===== src/tcou_pkg.sv =====
package tcou_pkg;

    // ========================================
    // Widths
    localparam int unsigned TCOU_CNT_W = 16;
    localparam int unsigned TCOU_MODE_W = 4;

    // ========================================
    // Compare mode codes in the control field
    localparam logic [3:0] TCOU_MODE_OFF = 4'h0;
    localparam logic [3:0] TCOU_MODE_TOG_RST = 4'h1;
    localparam logic [3:0] TCOU_MODE_TOGGLE = 4'h2;
    localparam logic [3:0] TCOU_MODE_PULSE_RST = 4'h3;
    localparam logic [3:0] TCOU_MODE_SET = 4'h8;
    localparam logic [3:0] TCOU_MODE_CLEAR = 4'h9;
    localparam logic [3:0] TCOU_MODE_SWINT = 4'hA;
    localparam logic [3:0] TCOU_MODE_PULSE = 4'hB;

    // ========================================
    // Reset values
    localparam logic TCOU_PIN_RST = 1'b0;
    localparam logic TCOU_FLAG_RST = 1'b0;

    // Action decoded from the mode field
    typedef enum logic [2:0] {
        TCOU_ACT_NONE,
        TCOU_ACT_TOGGLE,
        TCOU_ACT_SET,
        TCOU_ACT_CLEAR,
        TCOU_ACT_PULSE,
        TCOU_ACT_SWINT
    } tcou_act_t;

endpackage : tcou_pkg


===== src/tcou_compare.sv =====
`timescale 1ns/1ps

module tcou_compare
    import tcou_pkg::*;
#(
    parameter int unsigned CNT_W = TCOU_CNT_W
) (
    // Clock and reset
    input wire logic i_clk_sys,
    input wire logic i_rst_n,
    // Compare operands
    input wire logic [CNT_W-1:0] i_compare_value_pair,
    input wire logic [CNT_W-1:0] i_timer_count_pair,
    input wire logic i_timer_tick,
    // Control
    input wire logic [TCOU_MODE_W-1:0] i_compare_control_mode,
    input wire logic i_flag_clr,
    input wire logic i_pin_direction_bit,
    // Pin and status
    output logic o_compare_output_pin,
    output logic o_compare_output_oe,
    output logic o_compare_match_flag,
    output logic o_timer_rst
);

    // ========================================
    // Internal signals

    // Decoded mode
    tcou_act_t act;
    logic timer_rst_en;
    logic act_valid;

    // Match detection
    logic [CNT_W-1:0] bit_eq;
    logic match;
    logic match_q;
    logic match_rise;
    logic hit;

    // Action strobes
    logic hit_toggle;
    logic hit_set;
    logic hit_clear;
    logic hit_pulse;
    logic hit_swint;

    // Pin and pulse state
    logic pin_q;
    logic pin_d;
    logic pulse_q;
    logic pulse_d;
    logic pulse_end;

    // Flag and timer reset
    logic flag_q;
    logic flag_d;
    logic trst_q;
    logic trst_d;

    // ========================================
    // Mode decode
    // Each unit has its own decoder instance of the same module, so all units act alike
    tcou_mode_dec u_dec (
        .i_mode(i_compare_control_mode),
        .o_act(act),
        .o_timer_rst_en(timer_rst_en)
    );

    // Off and unused codes decode to no action, so they never act
    assign act_valid = (act != TCOU_ACT_NONE);

    // ========================================
    // Match detection
    // One comparator per bit over the full width;
    // a narrower check would alias distant counts
    for (genvar b = 0; b < CNT_W; b++) begin : g_bit_eq
        assign bit_eq[b] = (i_compare_value_pair[b] == i_timer_count_pair[b]);
    end

    // Whole-word equality
    assign match = &bit_eq;

    // Previous equality
    always_ff @(posedge i_clk_sys or negedge i_rst_n) begin
        if (!i_rst_n) begin
            match_q <= 1'b0;
        end else begin
            match_q <= match;
        end
    end

    // A match held over many cycles acts once, on its first cycle
    assign match_rise = match && !match_q;

    // Rising match in a mode that acts
    assign hit = match_rise && act_valid;

    // ========================================
    // Action strobes
    // One strobe per action keeps the next-state logic flat;
    // exactly one of them is high on a hit
    assign hit_toggle = hit && (act == TCOU_ACT_TOGGLE);
    assign hit_set = hit && (act == TCOU_ACT_SET);
    assign hit_clear = hit && (act == TCOU_ACT_CLEAR);
    assign hit_pulse = hit && (act == TCOU_ACT_PULSE);
    assign hit_swint = hit && (act == TCOU_ACT_SWINT);

    // ========================================
    // Pin level
    // A pending pulse ends at the first timer tick after its match
    assign pulse_end = pulse_q && i_timer_tick;

    // Next pin level; a new toggle, set, clear or pulse match outranks the end of an older pulse,
    // and a software-interrupt match leaves the level alone
    always_comb begin
        pin_d = pin_q;
        if (hit_toggle) begin
            pin_d = !pin_q;
        end else if (hit_set || hit_pulse) begin
            pin_d = 1'b1;
        end else if (hit_clear) begin
            pin_d = 1'b0;
        end else if (pulse_end) begin
            pin_d = 1'b0;
        end else if (hit_swint) begin
            pin_d = pin_q;
        end
    end

    // Pin register
    always_ff @(posedge i_clk_sys or negedge i_rst_n) begin
        if (!i_rst_n) begin
            pin_q <= TCOU_PIN_RST;
        end else begin
            pin_q <= pin_d;
        end
    end

    // ========================================
    // Pulse timing
    // Pending from the pulse match to the next tick; a later pin action
    // cancels it, so an old pulse never undoes a newer set
    always_comb begin
        pulse_d = pulse_q;
        if (hit_pulse) begin
            pulse_d = 1'b1;
        end else if (hit_toggle || hit_set || hit_clear || i_timer_tick) begin
            pulse_d = 1'b0;
        end
    end

    // Pulse register
    always_ff @(posedge i_clk_sys or negedge i_rst_n) begin
        if (!i_rst_n) begin
            pulse_q <= 1'b0;
        end else begin
            pulse_q <= pulse_d;
        end
    end

    // ========================================
    // Match flag
    // Set wins over a clear in the same cycle,
    // so a match that lands during a clear is never lost
    always_comb begin
        flag_d = flag_q;
        if (hit) begin
            flag_d = 1'b1;
        end else if (i_flag_clr) begin
            flag_d = 1'b0;
        end
    end

    // Flag register
    always_ff @(posedge i_clk_sys or negedge i_rst_n) begin
        if (!i_rst_n) begin
            flag_q <= TCOU_FLAG_RST;
        end else begin
            flag_q <= flag_d;
        end
    end

    // ========================================
    // Timer reset
    // A one-cycle request; the timer owner clears its count on it.
    // No second request follows before the operands part again
    assign trst_d = hit && timer_rst_en;

    // Timer reset register
    always_ff @(posedge i_clk_sys or negedge i_rst_n) begin
        if (!i_rst_n) begin
            trst_q <= 1'b0;
        end else begin
            trst_q <= trst_d;
        end
    end

    // ========================================
    // Outputs
    // Pin level, registered so the pad never sees decode glitches
    assign o_compare_output_pin = pin_q;

    // Driver enabled only while software has made the pin an output
    assign o_compare_output_oe = !i_pin_direction_bit;

    // Sticky match flag
    assign o_compare_match_flag = flag_q;

    // One-cycle timer reset request
    assign o_timer_rst = trst_q;

endmodule : tcou_compare


===== src/tcou_mode_dec.sv =====
`timescale 1ns/1ps

// Decodes the four-bit mode field into a pin action and a timer reset request
module tcou_mode_dec
    import tcou_pkg::*;
(
    // Mode field
    input wire logic [TCOU_MODE_W-1:0] i_mode,
    // Decoded action
    output tcou_act_t o_act,
    output logic o_timer_rst_en
);

    // ========================================
    // Decode; unlisted codes do nothing so other units' modes stay inert here
    always_comb begin
        o_act = TCOU_ACT_NONE;
        o_timer_rst_en = 1'b0;
        case (i_mode)
            TCOU_MODE_TOG_RST: begin
                o_act = TCOU_ACT_TOGGLE;
                o_timer_rst_en = 1'b1;
            end
            TCOU_MODE_TOGGLE: o_act = TCOU_ACT_TOGGLE;
            TCOU_MODE_PULSE_RST: begin
                o_act = TCOU_ACT_PULSE;
                o_timer_rst_en = 1'b1;
            end
            TCOU_MODE_SET: o_act = TCOU_ACT_SET;
            TCOU_MODE_CLEAR: o_act = TCOU_ACT_CLEAR;
            TCOU_MODE_SWINT: o_act = TCOU_ACT_SWINT;
            TCOU_MODE_PULSE: o_act = TCOU_ACT_PULSE;
            default: o_act = TCOU_ACT_NONE;
        endcase
    end

endmodule : tcou_mode_dec


===== config.mk =====
export PLATFORM = sky130hd
export DESIGN_NAME = tcou_compare
export DESIGN_NICKNAME = d
export VERILOG_FILES = /design/src/tcou_pkg.sv /design/src/tcou_compare.sv /design/src/tcou_mode_dec.sv
export SDC_FILE = /design/constraint.sdc
export NUM_CORES = 1
export LEC_CHECK = 0
export ABC_AREA = 1
export BUFFER_PORTS_ARGS = -buffer_cell sky130_fd_sc_hd__buf_2
export CAP_MARGIN = 40
export CORE_MARGIN = 2
export CORE_UTILIZATION = 42
export CTS_CLUSTER_SIZE = 28
export DETAILED_ROUTE_END_ITERATION = 8
export PLACE_DENSITY = 0.86
export RECOVER_POWER = 50
export SLEW_MARGIN = 20
export SYNTH_ARGS = -nofsm -noshare
export SYNTH_HDL_FRONTEND = slang
export SYNTH_HIERARCHICAL = 1
export SYNTH_SLANG_ARGS = --single-unit

===== constraint.sdc =====
create_clock -name i_clk_sys -period 1.7 [get_ports i_clk_sys]
set_clock_uncertainty 0.1 [all_clocks]
set_input_delay 0 -clock i_clk_sys [delete_from_list [all_inputs] [get_ports i_clk_sys]]
set_output_delay 0 -clock i_clk_sys [all_outputs]
set_load 0.02 [all_outputs]

==> summary.md <==
| Metric | Value |
|---|---|
| Root buffer cell | `clkbuf_4` |
| CTS max path bufs | `2` |
| Least-Margin Pin Slew | `~0.25 ns` |
| Antenna cells | `0` |
| Drt via density | `4.44` |
| Setup Crit Path Kind | `in2async` |
| Final Max Tran Viols | `0` |
| GP Congestion | `0.703` |
| Switching Share | `29.4%` |
| Post-Synthesis Cells | `117` |
| Synth cell types | `15` |
| Dominant synthesized flop cell | `dfrtp_1` |
| Final nets | `214` |
| Antenna viol nets, final | `0` |
| Chip width | `~42 um` |
| Worst-path maximum fanout | `4` |
| Startpoint Class | `input port` |
| Post-Place Cells | `176` |
| Final Hold Viols | `0` |
| Detailed Route WL | `around 1500 um` |
| Critical Path RT | `2.05 ns` |
| Layout cells sized above 1 | `29.1%` |
| Final min period | `1.53 ns` |
| EDFF count, synth | `0` |
| Class of the worst hold path | `in2out` |
| Grt total ovfl | `0` |
| Max VDD drop | `0.328 mV` |
| Async SR Flop Fraction | `100%` |
| Routed wire per std cell | `8.26 um` |
| Drt first pass iters | `4` |
| Seq pwr share | `29.7%` |
| Vias in the first global route | `about 820` |
| Largest net degree at the start of global routing | `5` |
| Max Fclk | `653 MHz` |
| Rows | `13` |
| DP HPWL | `1230 um` |
| Die H | `42.4 um` |
| Initial DRC Count | `13` |
| Initial core utilization | `46.5%` |
| RSZ-0062 raised after global routing | `no` |
| Status | `completed` |
| #FFs+latches synth | `5` |
| Non-filler cells, final | `~190` |
| Internal power | `approximately 0.28 mW` |
| PD cells | `423 mW/mm2` |
| Sw Pwr | `0.118 mW` |
| Worst setup EP type | `asynchronous set/reset pin` |
| CTS tree | `done` |
| Clock share of power | `33.2%` |
| Syn nets | `158` |
| Leak Pwr | `0.619 nW` |
| Area growth from synthesis to layout | `53.2%` |
| Post-Syn Area | `621 um2` |
| Max-cap violations | `0` |
| Gate power share | `37.1%` |
| Overall via count from detail_route | `between 800 and 900` |
| Gr usage total | `21.1%` |
| Latest clock arrival within the worst-skew pair | `0.24 ns` |
| First-pass GRT wire length | `slightly below 3000 um` |
| Post-CTS Setup Repair Bufs | `0` |
| Finished Cell Area | `951 um2` |
| DR DRC count | `0` |
| Sink Count | `5` |
| IO Count | `45` |
| Core Area | `0.00133 mm2` |
| H-tree levels | `1` |
| Arrival @ worst endpoint | `1.88 ns` |
| # setup viols final | `0` |
| PortBufs | `44` |
| Reg clk slew, reported paths | `0.04 ns` |
| Post-Syn Area per Cell | `5.30 um2` |
| Placed Area | `860 um2` |
| Worst reg2reg setup slack | `0.60 ns` |
| Setup tns final | `0 ns` |
| Register area share after synthesis | `20.2%` |
| Slew headroom | `83.3%` |
| Die area | `0.00180 mm2` |
| Ys Warns | `6` |
| Tcrit/Tclk final | `about 90%` |
| CTS Buf Count | `3` |
| Initial antenna violation count | `0` |
## per-layer routing
metal	global-route usage, %	part of all wire, %	vias to the layer above
met4	9.38	1.5	0
li1	-	-	451
met3	1.29	7.1	2
met1	21.4	40	342
met2	42.8	52	36
met5	0	0	-
## worst max-delay path: stages
cell and delay (ns):
dlygate4sd3_1 0.52, dlygate4sd3_1 0.55, clkbuf_1 0.19, dlygate4sd3_1 0.62
## cells in the final DEF, fill, tap and decap left out, drive strengths merged
cell / count
inv: 29
dfrtp: 5
nand2: 39
dlygate4sd3: 7
nor3: 1
xor2: 4
a31oi: 1
buf: 40
nand3b: 1
nand4: 1
o21ai: 3
and2: 1
clkbuf: 8
nand3: 6
nor2: 26
## path summary, 6_finish.rpt
path,from,endpoint,cells past startpoint
max,i_rst_n,match_q,4
min,i_pin_direction_bit,o_compare_output_oe,3
max reg2reg,match_q,pulse_q,4
min reg2reg,pulse_q,pulse_q,2
max in group i_clk_sys,i_compare_control_mode[2],pulse_q,8
min in group asynchronous,i_rst_n,pulse_q,3
## through the flow
stage          hold WS [ns]  utilization (%)  total power, mW  setup WS, ns
2_1_floorplan        -0.396                -            0.192         0.691
3_3_place_gp         -0.288             64.4            0.252         0.534
3_5_place_dp         -0.285             64.4            0.258         0.466
4_1_cts               0.143             71.7            0.408         0.162
5_1_grt               0.182             71.3            0.443        0.0288
6_report              0.154             71.3            0.402         0.169
## power by group through the flow
| stage | Clock (mW) | Sequential [mW] | Combinational [mW] |
|---|---|---|---|
| 3_3_place_gp | 0 | 0.121 | 0.131 |
| 2_1_floorplan | 0 | 0.121 | 0.0707 |
| 5_1_grt | 0.149 | 0.119 | 0.174 |
| 3_5_place_dp | 0 | 0.121 | 0.137 |
| 6_report | 0.134 | 0.120 | 0.149 |
| 4_1_cts | 0.139 | 0.120 | 0.149 |
## cell usage after synthesis (2+ instances only)
cell,n,area [um2]
dfrtp_1,5,125
inv_1,29,109
nand2_1,38,143
nand3_1,6,30.0
nor2_1,23,86.3
nor2_2,3,18.8
o21ai_0,2,10.0
xor2_1,4,35.0
## cells by family (layout without fill, tap and decap cells)
kind of cell	count (synthesis)	after routing	synth area share (%)
AOI/OAI and AO/OA	4	4	6.45
buffers and inverters	29	84	17.5
DFF	5	5	20.2
xor gates and xnor gates	4	4	5.64
and+or+nand+nor	75	75	50.2
## timing repair
action | 4_1_cts | 5_1_grt
hold buffers | 7 | 0
endpoints found under the hold margin | 9 | 0
gates resized for setup | 0 | 1
endpoints found under the setup margin | 0 | 2
## registers in the layout, summed over array words and instances, names as in the netlist
signal and count:
o_compare_match_flag 1, o_timer_rst 1, pulse_q 1, match_q 1
o_compare_output_pin 1
## final cells by class
type                    instances  area (um2)
well taps                      15        18.8
repair buffers                 51         285
clock buffers                   4        26.3
multi-input cells              83         387
inverters                      29         109
fillers                       139         383
flip-flops and latches          5         125
Power figures use the tool's default switching activity.
